`src/hgcr_pkg.sv`:
```
// Function
// - address field always shows answering address
// - select clear: field read-only, strapped address
// - select set: field writable, programmed address used
// - reset register written only from primary port
// - bit 2 starts ROM reload, self-clears
// - bit 1 resets logic and registers
// - bit 0 resets logic, keeps registers
// - mode 0 with sleep select 1: unlocked output forced high-impedance
// - mode 1 with sleep select 1: per-port control, LP-11 unlocked
// - sleep select 1, enable 0: high-impedance
// - unlocked with sleep select 0: HS-0
// - bit 1 enables receive parity checking
// - bit 0 forces reference-present indication
// - configuration register resets to 0x1E
// - init-done status bit 6 after load
package hgcr_pkg;
  localparam logic [7:0] ADDR_BUS_TARGET  = 8'h00;
  localparam logic [7:0] ADDR_RESET_CMD   = 8'h01;
  localparam logic [7:0] ADDR_GEN_CFG     = 8'h02;
  localparam logic [7:0] RST_BUS_TARGET   = 8'h00;
  localparam logic [7:0] RST_RESET_CMD    = 8'h00;
  localparam logic [7:0] RST_GEN_CFG      = 8'h1E;
  localparam int         BIT_ADDR_SEL     = 0;
  localparam int         BIT_ROM_RELOAD   = 2;
  localparam int         BIT_FULL_RST     = 1;
  localparam int         BIT_KEEP_RST     = 0;
  localparam int         BIT_OE_MODE      = 4;
  localparam int         BIT_OUT_EN       = 3;
  localparam int         BIT_SLEEP_SEL    = 2;
  localparam int         BIT_PARITY_EN    = 1;
  localparam int         BIT_FORCE_REF    = 0;
  localparam int         BIT_INIT_DONE    = 6;
  localparam logic [7:0] GEN_CFG_MASK     = 8'h1F;
  localparam logic [3:0] LOGIC_RST_CYCLES = 4'h4;

  // output state per camera-serial port
  typedef enum logic [1:0] {
    HGCR_OUT_NORMAL = 2'b00,
    HGCR_OUT_HIZ    = 2'b01,
    HGCR_OUT_LP11   = 2'b10,
    HGCR_OUT_HS0    = 2'b11
  } hgcr_out_state_t;

  // register write request
  typedef struct packed {
    logic       wr;
    logic       primary;
    logic [7:0] addr;
    logic [7:0] data;
  } hgcr_wr_req_t;
endpackage

```
`src/hgcr_out_ctl.sv`:
```
`timescale 1ns/10ps
`default_nettype none
// decides one camera-serial port's output state from lock and configuration
module hgcr_out_ctl (
  input  wire logic                     clk_sys_i,    // system clock
  input  wire logic                     reset_i,      // sync reset
  input  wire logic                     locked_i,     // any assigned receiver locked
  input  wire logic [7:0]               cfg_i,        // configuration register
  output hgcr_pkg::hgcr_out_state_t     state_o       // registered output state
);
  hgcr_pkg::hgcr_out_state_t state_nxt;

  // sleep/enable combination wins over lock handling since it forces the pins
  always_comb begin
    state_nxt = hgcr_pkg::HGCR_OUT_NORMAL;
    if (cfg_i[hgcr_pkg::BIT_SLEEP_SEL] && !cfg_i[hgcr_pkg::BIT_OUT_EN]) begin
      state_nxt = hgcr_pkg::HGCR_OUT_HIZ;
    end else if (!locked_i) begin
      if (!cfg_i[hgcr_pkg::BIT_SLEEP_SEL]) begin
        state_nxt = hgcr_pkg::HGCR_OUT_HS0;
      end else if (!cfg_i[hgcr_pkg::BIT_OE_MODE]) begin
        state_nxt = hgcr_pkg::HGCR_OUT_HIZ;
      end else begin
        state_nxt = hgcr_pkg::HGCR_OUT_LP11;
      end
    end
  end

  // registered so the pin state never glitches
  always_ff @(posedge clk_sys_i) begin
    if (reset_i) begin
      state_o <= hgcr_pkg::HGCR_OUT_HIZ;
    end else begin
      state_o <= state_nxt;
    end
  end
endmodule
`default_nettype wire

```
`src/hub_global_control_regs.sv`:
```
`timescale 1ns/10ps
`default_nettype none
// global control registers: own address, reset commands, general configuration
module hub_global_control_regs #(
  parameter int NUM_OUT = 2                                   // camera-serial output ports
) (
  input  wire logic                              clk_sys_i,     // system clock
  input  wire logic                              reset_i,       // sync reset, high
  input  wire logic [6:0]                        strap_addr_i,  // strap pins
  input  wire hgcr_pkg::hgcr_wr_req_t            wr_req_i,      // register write
  input  wire logic [7:0]                        rd_addr_i,     // register read address
  output logic [7:0]                             rd_data_o,     // registered read data
  input  wire logic                              rom_done_i,    // ROM load finished, pulse
  output logic                                   rom_start_o,   // ROM load start, pulse
  input  wire logic [NUM_OUT-1:0]                locked_i,      // lock per output port
  input  wire logic                              ref_detect_i,  // reference clock detector
  output logic                                   ref_present_o, // reference present indication
  output logic                                   parity_en_o,   // receive parity checking
  output logic [6:0]                             own_addr_o,    // address answered to
  output logic [7:0]                             device_status_reg_o, // status byte
  output logic                                   logic_rst_o,   // logic reset, regs kept
  output hgcr_pkg::hgcr_out_state_t [NUM_OUT-1:0] out_state_o   // output state per port
);
  logic [6:0] strap_s1_r;
  logic [6:0] strap_s2_r;
  logic [6:0] strap_latch_r;
  logic       strap_taken_r;
  logic [6:0] prog_addr_r;
  logic       address_source_select_r;
  logic [7:0] gen_cfg_r;
  logic       rom_busy_r;
  logic       init_done_r;
  logic [3:0] rst_cnt_r;
  logic       full_rst_r;
  logic       regs_rst;
  logic       wr_fire;
  logic       rst_wr;
  logic [7:0] rst_cmd;

  // register reset combines pin reset and the full-logic command
  assign regs_rst = reset_i | full_rst_r;
  assign wr_fire  = wr_req_i.wr;
  assign rst_wr   = wr_fire && wr_req_i.primary && wr_req_i.addr == hgcr_pkg::ADDR_RESET_CMD;

  // strap pins are asynchronous, so two stages first
  always_ff @(posedge clk_sys_i) begin
    strap_s1_r <= strap_addr_i;
    strap_s2_r <= strap_s1_r;
  end

  // strap captured once after reset release, from the synchronised copy
  always_ff @(posedge clk_sys_i) begin
    if (reset_i) begin
      strap_taken_r <= 1'b0;
      strap_latch_r <= 7'h00;
    end else if (!strap_taken_r) begin
      strap_taken_r <= 1'b1;
      strap_latch_r <= strap_s2_r;
    end
  end

  // address register
  always_ff @(posedge clk_sys_i) begin
    if (regs_rst) begin
      prog_addr_r             <= hgcr_pkg::RST_BUS_TARGET[7:1];
      address_source_select_r <= hgcr_pkg::RST_BUS_TARGET[hgcr_pkg::BIT_ADDR_SEL];
    end else if (wr_fire && wr_req_i.addr == hgcr_pkg::ADDR_BUS_TARGET) begin
      address_source_select_r <= wr_req_i.data[hgcr_pkg::BIT_ADDR_SEL];
      // field writable only while override is selected
      if (address_source_select_r) begin
        prog_addr_r <= wr_req_i.data[7:1];
      end
    end
  end

  // answering address: strap unless override selected
  assign own_addr_o = address_source_select_r ? prog_addr_r : strap_latch_r;

  // general configuration; reserved bits never stored
  always_ff @(posedge clk_sys_i) begin
    if (regs_rst) begin
      gen_cfg_r <= hgcr_pkg::RST_GEN_CFG;
    end else if (wr_fire && wr_req_i.addr == hgcr_pkg::ADDR_GEN_CFG) begin
      gen_cfg_r <= wr_req_i.data & hgcr_pkg::GEN_CFG_MASK;
    end
  end

  assign parity_en_o   = gen_cfg_r[hgcr_pkg::BIT_PARITY_EN];
  assign ref_present_o = gen_cfg_r[hgcr_pkg::BIT_FORCE_REF] | ref_detect_i;

  // full reset: one cycle pulse that clears registers; itself reset only by pin
  always_ff @(posedge clk_sys_i) begin
    if (reset_i) begin
      full_rst_r <= 1'b0;
    end else begin
      full_rst_r <= rst_wr && wr_req_i.data[hgcr_pkg::BIT_FULL_RST];
    end
  end

  // logic reset without registers: stretched a few cycles, ones only act
  always_ff @(posedge clk_sys_i) begin
    if (reset_i) begin
      rst_cnt_r <= 4'h0;
    end else if (rst_wr && (wr_req_i.data[hgcr_pkg::BIT_KEEP_RST] || wr_req_i.data[hgcr_pkg::BIT_FULL_RST])) begin
      rst_cnt_r <= hgcr_pkg::LOGIC_RST_CYCLES;
    end else if (rst_cnt_r != 4'h0) begin
      rst_cnt_r <= rst_cnt_r - 4'h1;
    end
  end
  assign logic_rst_o = (rst_cnt_r != 4'h0);

  // ROM reload: busy until done; init-done drops while loading
  always_ff @(posedge clk_sys_i) begin
    if (regs_rst) begin
      rom_busy_r  <= 1'b0;
      rom_start_o <= 1'b0;
    end else begin
      rom_start_o <= 1'b0;
      if (rst_wr && wr_req_i.data[hgcr_pkg::BIT_ROM_RELOAD] && !rom_busy_r) begin
        rom_busy_r  <= 1'b1;
        rom_start_o <= 1'b1;
      end else if (rom_done_i) begin
        rom_busy_r  <= 1'b0;
      end
    end
  end

  // init-done assumes power-up load already completed when reset ends
  always_ff @(posedge clk_sys_i) begin
    if (reset_i) begin
      init_done_r <= 1'b1;
    end else if (rom_done_i) begin
      init_done_r <= 1'b1;
    end else if (rom_start_o) begin
      init_done_r <= 1'b0;
    end
  end

  assign device_status_reg_o = {1'b0, init_done_r, 6'h00};

  // self-clearing bits read back as live activity; reserved read zero
  always_comb begin
    rst_cmd = 8'h00;
    rst_cmd[hgcr_pkg::BIT_ROM_RELOAD] = rom_busy_r;
    rst_cmd[hgcr_pkg::BIT_FULL_RST]   = full_rst_r;
    rst_cmd[hgcr_pkg::BIT_KEEP_RST]   = logic_rst_o;
  end

  // registered read mux; unmapped offsets read zero
  always_ff @(posedge clk_sys_i) begin
    if (reset_i) begin
      rd_data_o <= 8'h00;
    end else begin
      case (rd_addr_i)
        hgcr_pkg::ADDR_BUS_TARGET: rd_data_o <= {own_addr_o, address_source_select_r};
        hgcr_pkg::ADDR_RESET_CMD:  rd_data_o <= rst_cmd;
        hgcr_pkg::ADDR_GEN_CFG:    rd_data_o <= gen_cfg_r;
        default:                   rd_data_o <= 8'h00;
      endcase
    end
  end

  // one output controller per port
  for (genvar g = 0; g < NUM_OUT; g++) begin : g_out
    hgcr_out_ctl u_out (
      .clk_sys_i (clk_sys_i),
      .reset_i   (reset_i | logic_rst_o),
      .locked_i  (locked_i[g]),
      .cfg_i     (gen_cfg_r),
      .state_o   (out_state_o[g])
    );
  end
endmodule
`default_nettype wire

```
`config.mk`:
```
export PLATFORM = sky130hd
export DESIGN_NAME = hub_global_control_regs
export DESIGN_NICKNAME = d
export VERILOG_FILES = /design/src/hgcr_pkg.sv /design/src/hgcr_out_ctl.sv /design/src/hub_global_control_regs.sv
export SDC_FILE = /design/constraint.sdc
export NUM_CORES = 1
export LEC_CHECK = 0
export BUFFER_PORTS_ARGS = -buffer_cell sky130_fd_sc_hd__buf_4
export CAP_MARGIN = 20
export CORE_UTILIZATION = 30
export CTS_CLUSTER_SIZE = 16
export DETAILED_ROUTE_END_ITERATION = 7
export RECOVER_POWER = 100
export SYNTH_ARGS = -nofsm -noshare
export SYNTH_HDL_FRONTEND = slang
export SYNTH_HIERARCHICAL = 1
export SYNTH_SLANG_ARGS = --single-unit
```
`constraint.sdc`:
```
create_clock -name clk_sys_i -period 1.6 [get_ports clk_sys_i]
set_input_delay 0.08 -clock clk_sys_i [delete_from_list [all_inputs] [get_ports clk_sys_i]]
set_output_delay 0.08 -clock clk_sys_i [all_outputs]
set_load 0.005 [all_outputs]
```
**After elaboration in Yosys (flattened, before gate mapping)**

Cells that the tools add are included.

- Output and inout port bits: 31
- Bits in registers: 55

- Mux-type cells: 12
- Reductions and logical operators: 23
- Equality and inequality tests: 4
- Bitwise logic cells: 3
- Add/sub/neg operators: 1

Operators with widths:

| cell | number |
|---|---|
| 8-bit one-hot mux with 3 select lines | 1 |
| 8-bit by 1-bit equality test with 1-bit output (second input constant) | 2 |
| 8-bit by 2-bit equality test with 1-bit output (second input constant) | 2 |
| 8-bit zero test | 2 |
| 1-bit logical AND | 9 |
| 7-bit 2-to-1 mux | 1 |
| 1-bit 2-to-1 mux | 6 |
| 3-bit 2-to-1 mux | 2 |
| 2-bit OR reduction | 3 |
| 3-bit OR reduction | 2 |
| 2-bit 2-to-1 mux | 2 |
| 2-bit nonzero test | 2 |
| 4-bit nonzero test | 1 |
| 4-bit by 1-bit subtractor with 4-bit output (second input constant) | 1 |
| 1-bit bitwise OR | 3 |
| 1-bit zero test | 2 |
| 2-bit AND reduction | 1 |
| 1-bit logical OR | 1 |

**Depth between registers and ports, before layout**

Gate-level depths: netlist of the first run.

- Depth after elaboration: 5
- Mapped depth: 6
- Depth with buffers taken out: 6

**Modules after synthesis**

Netlist of the first run, hierarchy kept.

Modules (own cells, without submodules):

| module | cells each | area an instance (µm²) | seq. area each (µm²) | times used |
|---|---|---|---|---|
| hub_global_control_regs | 200 | 1964.4 | 1021.0 | 1 |
| hgcr_out_ctl | 7 | 68.8 | 40.0 | 2 |

**Worst setup path after synthesis of the first run**

OpenSTA, ideal clock, no wires.

- Path type: register to register
- From: register address_source_select_r
- To: register prog_addr_r[0]
- Data arrival time: 1.441 ns
- Setup slack: 0.089 ns
- Cell stages (with the launch flop): 5
- Path through: dfxtp_1 buf_2 nor4b_1 nand4_1 a21oi_1

- Longest elaborated chain between the ends: 1

RTL lines:

| element | line | RTL |
|---|---|---|
| start, declared | hub_global_control_regs.sv:29 | `logic address_source_select_r;` |
| start signal, assigned | hub_global_control_regs.sv:66 | `address_source_select_r <= hgcr_pkg::RST_BUS_TARGET[hgcr_pkg::BIT_ADDR_SEL];` |
| start signal, assigned | hub_global_control_regs.sv:68 | `address_source_select_r <= wr_req_i.data[hgcr_pkg::BIT_ADDR_SEL];` |
| 2-bit AND reduction (no line) | - |  |
| end signal, assigned | hub_global_control_regs.sv:65 | `prog_addr_r <= hgcr_pkg::RST_BUS_TARGET[7:1];` |
| end signal, assigned | hub_global_control_regs.sv:71 | `prog_addr_r <= wr_req_i.data[7:1];` |
| end, declared | hub_global_control_regs.sv:28 | `logic [6:0] prog_addr_r;` |

Every way passes these cells.
A chain may end at the register's enable or synchronous reset.

**Final worst setup path of the first run**

- From: register rst_cnt_r[1]
- To: output port logic_rst_o

- Longest elaborated chain between the ends: 1

RTL lines:

| element | line | RTL |
|---|---|---|
| start, declared | hub_global_control_regs.sv:33 | `logic [3:0] rst_cnt_r;` |
| start signal, assigned | hub_global_control_regs.sv:105 | `rst_cnt_r <= hgcr_pkg::LOGIC_RST_CYCLES;` |
| start signal, assigned | hub_global_control_regs.sv:107 | `rst_cnt_r <= rst_cnt_r - 4'h1;` |
| 4-bit nonzero test | hub_global_control_regs.sv:110 | `assign logic_rst_o = (rst_cnt_r != 4'h0);` |
| end, declared | hub_global_control_regs.sv:21 | `output logic logic_rst_o,` |

Every way passes these cells.

==> results of run 1 <==
-- cell families after synthesis --
kind of cell,after synthesis,share of synthesized area (%)
other,1,0.178
xor gates and xnor gates,1,0.417
DFF,55,52.4
adders and majority gates,1,0.595
AOI/OAI and AO/OA,34,10.4
buffers and inverters,24,6.13
muxes,22,11.0
and+or+nand+nor,76,19.0
-- registers in the layout, summed over array words and instances (netlist names) --
register,cells
full_rst_r,1
rom_busy_r,1
strap_s1_r,7
rom_start_o,1
strap_taken_r,1
address_source_select_r,1
prog_addr_r,7
gen_cfg_r,5
g_out.u_out/state_o,4
rst_cnt_r,4
strap_s2_r,7
init_done_r,1
rd_data_o,8
strap_latch_r,7
-- routing by layer --
layer	GRT usage, %	vias up	routed length, um
li1	-	886	-
met1	16.8	827	2210
met2	25.3	57	2390
met3	3.18	8	243
met4	3.18	0	51
met5	0	-	0
-- through the flow --
step | area (um2) | std cells | utilization, % | worst slack (ns) | hold slack (ns)
after floorplan | 2120 | 220 | - | 0.0889 | 0.108
after global placement | 2660 | 369 | 39.2 | 0.0645 | 0.184
after detailed placement | 2660 | 369 | 39.2 | 0.0526 | 0.186
after CTS | 2860 | 387 | 42.2 | 0.0121 | 0.0215
after global routing | 2870 | 387 | 42.2 | 0.00970 | 0.0286
final | 2870 | 387 | 42.2 | 0.0696 | 0.0317
-- report_power, final --
part | internal, mW | total (mW) | leakage, nW | switching (mW)
sequential | 1.47 | 1.54 | 0.452 | 0.0628
combinational | 0.364 | 0.635 | 0.760 | 0.271
clock | 0.334 | 0.841 | 0.0522 | 0.507
total | 2.17 | 3.01 | 1.26 | 0.840
-- cell type report --
| cell class | instances | area (um2) | area share [%] |
|---|---|---|---|
| Multi-Input combinational cell | 141 | 911 | 31.7 |
| Tap cell | 96 | 120 | 4.19 |
| Sequential cell | 55 | 1100 | 38.4 |
| Clock inverter | 3 | 31.3 | 1.09 |
| Clock buffer | 5 | 68.8 | 2.40 |
| Inverter | 8 | 30.0 | 1.05 |
| Timing Repair Buffer | 79 | 607 | 21.2 |
-- worst max-delay path: cells and delay by family (launching register included) --
kind | cells | cell delay [ns]
DFF | 1 | 0.38
and+or+nand+nor | 1 | 0.14
buffers and inverters | 4 | 0.45
adders and majority gates | 1 | 0.17
-- worst min-delay path by stage --
stage               startpoint                          end  cells past startpoint
3_3_place_gp   strap_addr_i[1]        strap_s1_r[1]$_DFF_P_                      1
6_report           wr_req_i[4]    gen_cfg_r[4]$_SDFFE_PP1P_                      3
3_5_place_dp   strap_addr_i[0]        strap_s1_r[0]$_DFF_P_                      1
2_1_floorplan  strap_addr_i[0]        strap_s1_r[0]$_DFF_P_                      0
5_1_grt            wr_req_i[4]  prog_addr_r[3]$_SDFFE_PP0P_                      3
4_1_cts            wr_req_i[7]  prog_addr_r[6]$_SDFFE_PP0P_                      3
-- timing repair --
item                                   4_1_cts  5_1_grt
setup endpoints to repair                    0        3
resized for setup                            0        5
hold buffers                                10        0
endpoints found under the hold margin       10        0
-- placed cells by master (no fill, tap or decap), drive strengths merged, types with 8 or more instances in the layout --
cell         synthesis  final
dlygate4sd3          0     10
buf                 10     33
nand2               15     15
dfxtp               55     55
a21oi               15     15
mux2i               14     14
mux2                 8      8
nand4                9      9
inv                  8     10
nor2                27     27
clkbuf               6     41
==> metrics.yaml, run 1 <==
synth:
  synth_cell_types: 36
  synthesis.area_um2: 2100
  ys_seq_elements: 55
  synth-edff-count: 0
  synth_seq_area_share_pct: 52.4
  yosysMostFrequentCell: "dfxtp_1"
  synthArstFlopShare_pct: 0
  ys.flop_type: "dfxtp_1"
  synthTopCellsByArea: "dfxtp_1 52%, mux2i_1 6.7%, nor2_1 4.8%, mux2_2 4.3%, a21oi_1 3.6%"
  yosys.area.top_type: "dfxtp_1"
  avgSynthCellArea_um2: 9.82
  ys_top_cells_by_count: "55 x dfxtp_1, 27 x nor2_1, 15 x a21oi_1, 15 x nand2_1, 14 x mux2i_1"
  synth_warnings: 6
  yosysTopAreaCellShare_pct: 52.4
  synthCells: 214
sta:
  fin_skew_ns: 0.00934
  slew_headroom_pct: 48.4
  hold_viol_final: 0
  finalSetupViolations: 0
  drv_slew: 0
  tightest_slew_ns: 0.774
  fin_setup_tns_ns: 0
  max_freq_ghz: 0.653
  final.min_clock_period_ns: 1.53
  rsz0062_at_grt: "false"
  period_share_pct: 95.6
finish:
  drive_gt1_share_pct: 29.2
  final_nets: 330
  fillers: 699
  syn2layout_area_growth_pct: 36.5
  diodes: 0
pwr:
  fin_total_pwr_mw: 3.01
  cellLeakagePower_nw: 1.26
  vdd_drop_max_v: 0.000542
  powerDensity_nw_per_um2: 1050
critical_path:
  critPathCaptureType: "output pin"
  timing.rr.end: "prog_addr_r[2]$_SDFFE_PP0P_"
  start_kind: "register"
  criticalPathCategory: "register to output pin"
  max_stage_delay_ns: 0.38
  cp_max_fo: 4
  reg2reg_from: "address_source_select_r$_SDFFE_PP0P_"
  crit_end: "logic_rst_o"
  arrival_ns: 1.45
  rrSetupSlack_ns: 0.08
  crit_top_cell: "inv_1"
  cp.required_ns: 1.52
  rr_worst_depth: 3
  path_cells: "inv_1 -> ha_4 -> nor3b_4 -> buf_4 -> inv_1 -> clkbuf_4"
  slowest_stage: "dfxtp_1"
  crit_path_start: "rst_cnt_r[1]$_SDFFE_PP0P_"
floorplan:
  dieArea_um2: 7350
  die_h_um: 85.7
  coreArea_um2: 6790
  start_util_pct: 30.9
  rows: 30
  die_w_um: 85.7
  pin_count: 70
grt:
  grt_pass1_wl_mm: 8.02
  antenna_found_initial: 0
  gr-total-overflow: 0
  grt_start_max_net_pins: 21
  grt_usage_pct: 14.0
  grt_pass1_vias: 1724
detailed_routing:
  antenna_left: 0
  vias_per_cell: 4.59
  drt_iter0_drc: 84
  via_count: 1778
  drtPass1Iterations: 4
  wirelength_mm: 4.89
  drc: 0
  wire_per_inst_um: 12.6
place:
  io_buffers: 62
  dpl.hpwl_mm: 3.62
  gp_congestion: 0.774
clock_tree:
  htree_levels: 2
  clk_latency_ns: 0.31
  root_buffer: "clkbuf_8"
  post_cts_buffers: 0
  cts_tree: "done"
  cts_sinks: 55
  numCtsBuffers: 5
  clk_path_buf_depth: 2
  clk_pin_slew_ns: 0.11
flow_run:
  cap_violations: 0
worst_hold_path:
  hp-class: "input pin to register"
run_status:
  status: "complete, no violations"
Note: power is estimated with default switching activity, not from simulation.
==> inputs of run 2 (changes only) <==
--- a/config.mk
+++ b/config.mk
@@ -10,6 +10,7 @@
 export CORE_UTILIZATION = 30
 export CTS_CLUSTER_SIZE = 16
 export DETAILED_ROUTE_END_ITERATION = 7
+export MAX_ROUTING_LAYER = met4
 export RECOVER_POWER = 100
 export SYNTH_ARGS = -nofsm -noshare
 export SYNTH_HDL_FRONTEND = slang
==> metrics.yaml, run 2 (same netlist as run 1, synthesis figures left out) <==
run_status:
  status: "complete, no violations"
clock_tree:
  cts_tree: "done"
  clk_path_buf_depth: 2
  htree_levels: 2
  post_cts_buffers: 0
  root_buffer: "clkbuf_8"
  clk_pin_slew_ns: 0.11
  cts_sinks: 55
  numCtsBuffers: 5
  clk_latency_ns: 0.31
pwr:
  vdd_drop_max_v: 0.000544
  powerDensity_nw_per_um2: 1050
  cellLeakagePower_nw: 1.26
floorplan:
  die_w_um: 85.7
  coreArea_um2: 6790
  die_h_um: 85.7
  rows: 30
  start_util_pct: 30.9
  pin_count: 70
  dieArea_um2: 7350
grt:
  antenna_found_initial: 0
  grt_pass1_wl_mm: 8.02
  grt_start_max_net_pins: 21
  grt_usage_pct: 14.4
  gr-total-overflow: 0
  grt_pass1_vias: 1722
critical_path:
  criticalPathCategory: "register to output pin"
  cp_max_fo: 4
  crit_path_start: "rst_cnt_r[1]$_SDFFE_PP0P_"
  reg2reg_from: "address_source_select_r$_SDFFE_PP0P_"
  timing.rr.end: "prog_addr_r[2]$_SDFFE_PP0P_"
  critPathCaptureType: "output pin"
  rr_worst_depth: 3
  arrival_ns: 1.45
  cp.required_ns: 1.52
  rrSetupSlack_ns: 0.08
  crit_top_cell: "inv_1"
  max_stage_delay_ns: 0.38
  slowest_stage: "dfxtp_1"
  path_cells: "inv_1 -> ha_4 -> nor3b_4 -> buf_4 -> inv_1 -> clkbuf_4"
  crit_end: "logic_rst_o"
  start_kind: "register"
sta:
  max_freq_ghz: 0.653
  drv_slew: 0
  finalSetupViolations: 0
  fin_setup_tns_ns: 0
  slew_headroom_pct: 48.7
  hold_viol_final: 0
  final.min_clock_period_ns: 1.53
  rsz0062_at_grt: "false"
  period_share_pct: 95.7
  fin_skew_ns: 0.0101
  tightest_slew_ns: 0.770
detailed_routing:
  drc: 0
  drt_iter0_drc: 90
  via_count: 1781
  drtPass1Iterations: 4
  vias_per_cell: 4.60
  antenna_left: 0
  wire_per_inst_um: 12.6
  wirelength_mm: 4.89
finish:
  layout_commonest_cell: "dfxtp_1"
  multi_input_area_um2: 911
  layout_common_cells: "55 x dfxtp_1, 33 x buf_4, 33 x clkbuf_4"
  fin_area_um2: 2870
  final-seq-area_um2: 1100
  final_nets: 330
  drive_gt1_share_pct: 29.2
  largest_reg_flops: 8
  syn2layout_area_growth_pct: 36.5
  largest-register: "rd_data_o"
  diodes: 0
  fillers: 699
place:
  dpl.hpwl_mm: 3.62
  dpl_cell_area_um2: 2660
  io_buffers: 62
  gp_congestion: 0.784
worst_hold_path:
  hp-class: "input pin to register"
flow_run:
  cap_violations: 0
[run 2: cell counts in the layout (fill, tap and decap cells not counted)]
Identical to the previous run, type by type.
[run 2: power by group]
group	internal (mW)	leakage (nW)	switching (mW)	total [mW]
clock	0.334	0.0522	0.504	0.838
sequential	1.47	0.452	0.0630	1.54
combinational	0.364	0.760	0.271	0.635
total	2.17	1.26	0.838	3.01
[run 2: area by class of cell]
| type | instances | area share [%] |
|---|---|---|
| clock buffer | 5 | 2.40 |
| clock inverter | 3 | 1.09 |
| inverter | 8 | 1.05 |
| multi-input combinational | 141 | 31.7 |
| sequential | 55 | 38.4 |
| tap | 96 | 4.19 |
| timing repair buffer | 79 | 21.2 |
[run 2: how the worst min path moves through the flow]
| stage | start | end | slack (ns) | cells after the start |
|---|---|---|---|---|
| 5_1_grt | wr_req_i[4] | prog_addr_r[3]$_SDFFE_PP0P_ | 0.03 | 3 |
| 4_1_cts | wr_req_i[7] | prog_addr_r[6]$_SDFFE_PP0P_ | 0.02 | 3 |
| 6_report | wr_req_i[4] | gen_cfg_r[4]$_SDFFE_PP1P_ | 0.03 | 3 |
| 3_3_place_gp | strap_addr_i[1] | strap_s1_r[1]$_DFF_P_ | 0.18 | 1 |
| 3_5_place_dp | strap_addr_i[0] | strap_s1_r[0]$_DFF_P_ | 0.19 | 1 |
| 2_1_floorplan | strap_addr_i[0] | strap_s1_r[0]$_DFF_P_ | 0.11 | 0 |
[run 2: worst max-delay path, delay by kind of cell, from the launching register on]
kind | cells | cell delay [ns]
buffers and inverters | 4 | 0.45
DFF | 1 | 0.38
adders and majority gates | 1 | 0.17
and+or+nand+nor | 1 | 0.14
[run 2: per-layer routing]
metal / part of all wire, % / global-route usage [%] / vias up / wire (um)
li1: - / - / 887 / -
met1: 45 / 17.0 / 831 / 2200
met2: 49 / 25.2 / 56 / 2400
met3: 4.7 / 3.08 / 7 / 231
met4: 1.0 / 3.18 / 0 / 49
met5: 0 / - / - / 0
[run 2: what timing repair did]
action                     in CTS  in global routing
resized for setup               0                  5
setup endpoints to repair       0                  3
hold buffers                   10                  0
hold endpoints to repair       10                  0
[run 2: per-stage QoR]
stage | util (%) | std cells | hold slack, ns | setup WS [ns] | total power, mW
floorplan | - | 220 | 0.108 | 0.0889 | 1.86
global placement | 39.2 | 369 | 0.184 | 0.0645 | 2.13
detailed placement | 39.2 | 369 | 0.186 | 0.0526 | 2.14
CTS | 42.2 | 387 | 0.0215 | 0.0121 | 2.99
global route | 42.2 | 387 | 0.0286 | 0.00861 | 3.17
finish | 42.2 | 387 | 0.0315 | 0.0696 | 3.01
==> inputs of run 3 (changes only) <==
--- a/config.mk
+++ b/config.mk
@@ -7,11 +7,11 @@
 export LEC_CHECK = 0
 export BUFFER_PORTS_ARGS = -buffer_cell sky130_fd_sc_hd__buf_4
 export CAP_MARGIN = 20
+export CORE_ASPECT_RATIO = 0.5
 export CORE_UTILIZATION = 30
 export CTS_CLUSTER_SIZE = 16
 export DETAILED_ROUTE_END_ITERATION = 7
 export MAX_ROUTING_LAYER = met4
-export RECOVER_POWER = 100
 export SYNTH_ARGS = -nofsm -noshare
 export SYNTH_HDL_FRONTEND = slang
 export SYNTH_HIERARCHICAL = 1
==> metrics.yaml, run 3 (same netlist as run 1, synthesis figures left out) <==
place:
  dpl_cell_area_um2: 2660
  io_buffers: 62
  dpl.hpwl_mm: 3.57
  gp_congestion: 0.772
  dp_slack_ns: -0.0230
clock_tree:
  clk_pin_slew_ns: 0.07
  numCtsBuffers: 5
  htree_levels: 2
  clk_latency_ns: 0.29
  cts_tree: "done"
  root_buffer: "clkbuf_16"
  post_cts_buffers: 0
  clk_path_buf_depth: 2
  cts_sinks: 55
floorplan:
  start_util_pct: 31.3
  die_h_um: 61.2
  rows: 21
  pin_count: 70
  die_w_um: 120
  coreArea_um2: 6730
  dieArea_um2: 7370
critical_path:
  critPathCaptureType: "output pin"
  crit_path_start: "rst_cnt_r[0]$_SDFFE_PP0P_"
  reg2reg_from: "rst_cnt_r[0]$_SDFFE_PP0P_"
  criticalPathCategory: "register to output pin"
  cp_num_buf_inv: 4
  start_kind: "register"
  rr_worst_depth: 6
  slowest_stage: "dfxtp_1"
  crit_end: "logic_rst_o"
  crit_cells: 6
  rrSetupSlack_ns: 0.22
  path_cells: "inv_1 -> ha_2 -> nor3b_2 -> buf_4 -> inv_1 -> buf_4"
  cp_max_fo: 4
  critPathTopFamily: "buffers and inverters"
  arrival_ns: 1.39
  max_stage_delay_ns: 0.31
  timing.rr.end: "rd_data_o[0]$_SDFF_PP0_"
  cp.required_ns: 1.52
grt:
  grt_util_met3_pct: 5.28
  grt_pass1_wl_mm: 7.26
  grt_usage_pct: 13.7
  grtUsageMet1_pct: 15.4
  grt.busiest_layer: "met2"
  grt_pass1_vias: 1552
  use_met2_pct: 23.1
  antenna_found_initial: 0
  gr-total-overflow: 0
  grt_start_max_net_pins: 18
run_status:
  status: "complete, no violations"
sta:
  max_freq_ghz: 0.680
  final.min_clock_period_ns: 1.47
  hold_viol_final: 0
  drv_slew: 0
  fin_setup_tns_ns: 0
  rsz0062_at_grt: "false"
  period_share_pct: 91.9
  fin_skew_ns: 0.00360
  layout_setup_ws_ns: 0.130
  finalSetupViolations: 0
pwr:
  powerDensity_nw_per_um2: 1140
  cellLeakagePower_nw: 1.31
  vdd_drop_max_v: 0.000500
finish:
  largest-register: "rd_data_o"
  syn2layout_area_growth_pct: 39.8
  layout_commonest_cell: "buf_4"
  final-seq-area_um2: 1100
  largest_reg_flops: 8
  multi_input_area_um2: 906
  fin_util_pct: 43.7
  diodes: 0
  drive_gt1_share_pct: 32.3
  fin_area_um2: 2940
  fillers: 653
  final_nets: 330
  layout_common_cells: "69 x buf_4, 55 x dfxtp_1, 27 x nor2_1"
detailed_routing:
  vias_per_cell: 4.55
  drtPass1Iterations: 4
  wirelength_mm: 4.70
  drc: 0
  via_count: 1741
  wire_per_inst_um: 12.3
  antenna_left: 0
  drt_iter0_drc: 83
worst_hold_path:
  hp-class: "input pin to register"
flow_run:
  cap_violations: 0
==> run 3: routing by layer <==
layer,wire length (um),part of all wire [%],vias to the layer above
li1,-,-,886
met5,0,0,-
met2,2350,50,28
met3,173,3.7,2
met1,2170,46,825
met4,12,0.26,0
==> run 3: worst min path at each step <==
| stage | start | to | slack, ns | depth (start not counted) |
|---|---|---|---|---|
| 2_1_floorplan | strap_addr_i[0] | strap_s1_r[0]$_DFF_P_ | 0.11 | 0 |
| 3_3_place_gp | strap_addr_i[3] | strap_s1_r[3]$_DFF_P_ | 0.19 | 1 |
| 3_5_place_dp | strap_addr_i[6] | strap_s1_r[6]$_DFF_P_ | 0.19 | 1 |
| 4_1_cts | wr_req_i[6] | prog_addr_r[5]$_SDFFE_PP0P_ | 0.06 | 3 |
| 5_1_grt | wr_req_i[6] | prog_addr_r[5]$_SDFFE_PP0P_ | 0.05 | 3 |
| 6_report | wr_req_i[6] | prog_addr_r[5]$_SDFFE_PP0P_ | 0.06 | 3 |
==> run 3: worst min-delay path, cell delays in order <==
cell and delay (ns):
buf_4 0.11, nand4_1 0.06, a21oi_1 0.06
==> run 3: cell type report <==
cell class	count	area share, %
Sequential cell	55	37.5
Multi-Input combinational cell	141	30.8
Timing Repair Buffer	79	21.0
Clock buffer	5	4.26
Tap cell	92	3.92
Clock inverter	3	1.49
Inverter	8	1.02
==> run 3: what timing repair did <==
item / 4_1_cts / 5_1_grt
hold buffers: 10 / 0
setup endpoints to repair: 0 / 2
hold endpoints to repair: 10 / 0
resized for setup: 0 / 3
==> run 3: where the power goes <==
group          internal [mW]  switching [mW]
Sequential              1.47          0.0532
Combinational          0.345           0.268
Clock                  0.738           0.480
==> run 3: stage by stage <==
stage / total power, mW / std cells / hold WS [ns]
6_report: 3.36 / 383 / 0.0613
5_1_grt: 3.55 / 383 / 0.0547
3_3_place_gp: 2.12 / 365 / 0.186
3_5_place_dp: 2.14 / 365 / 0.186
2_1_floorplan: 1.86 / 220 / 0.108
4_1_cts: 3.39 / 383 / 0.0563
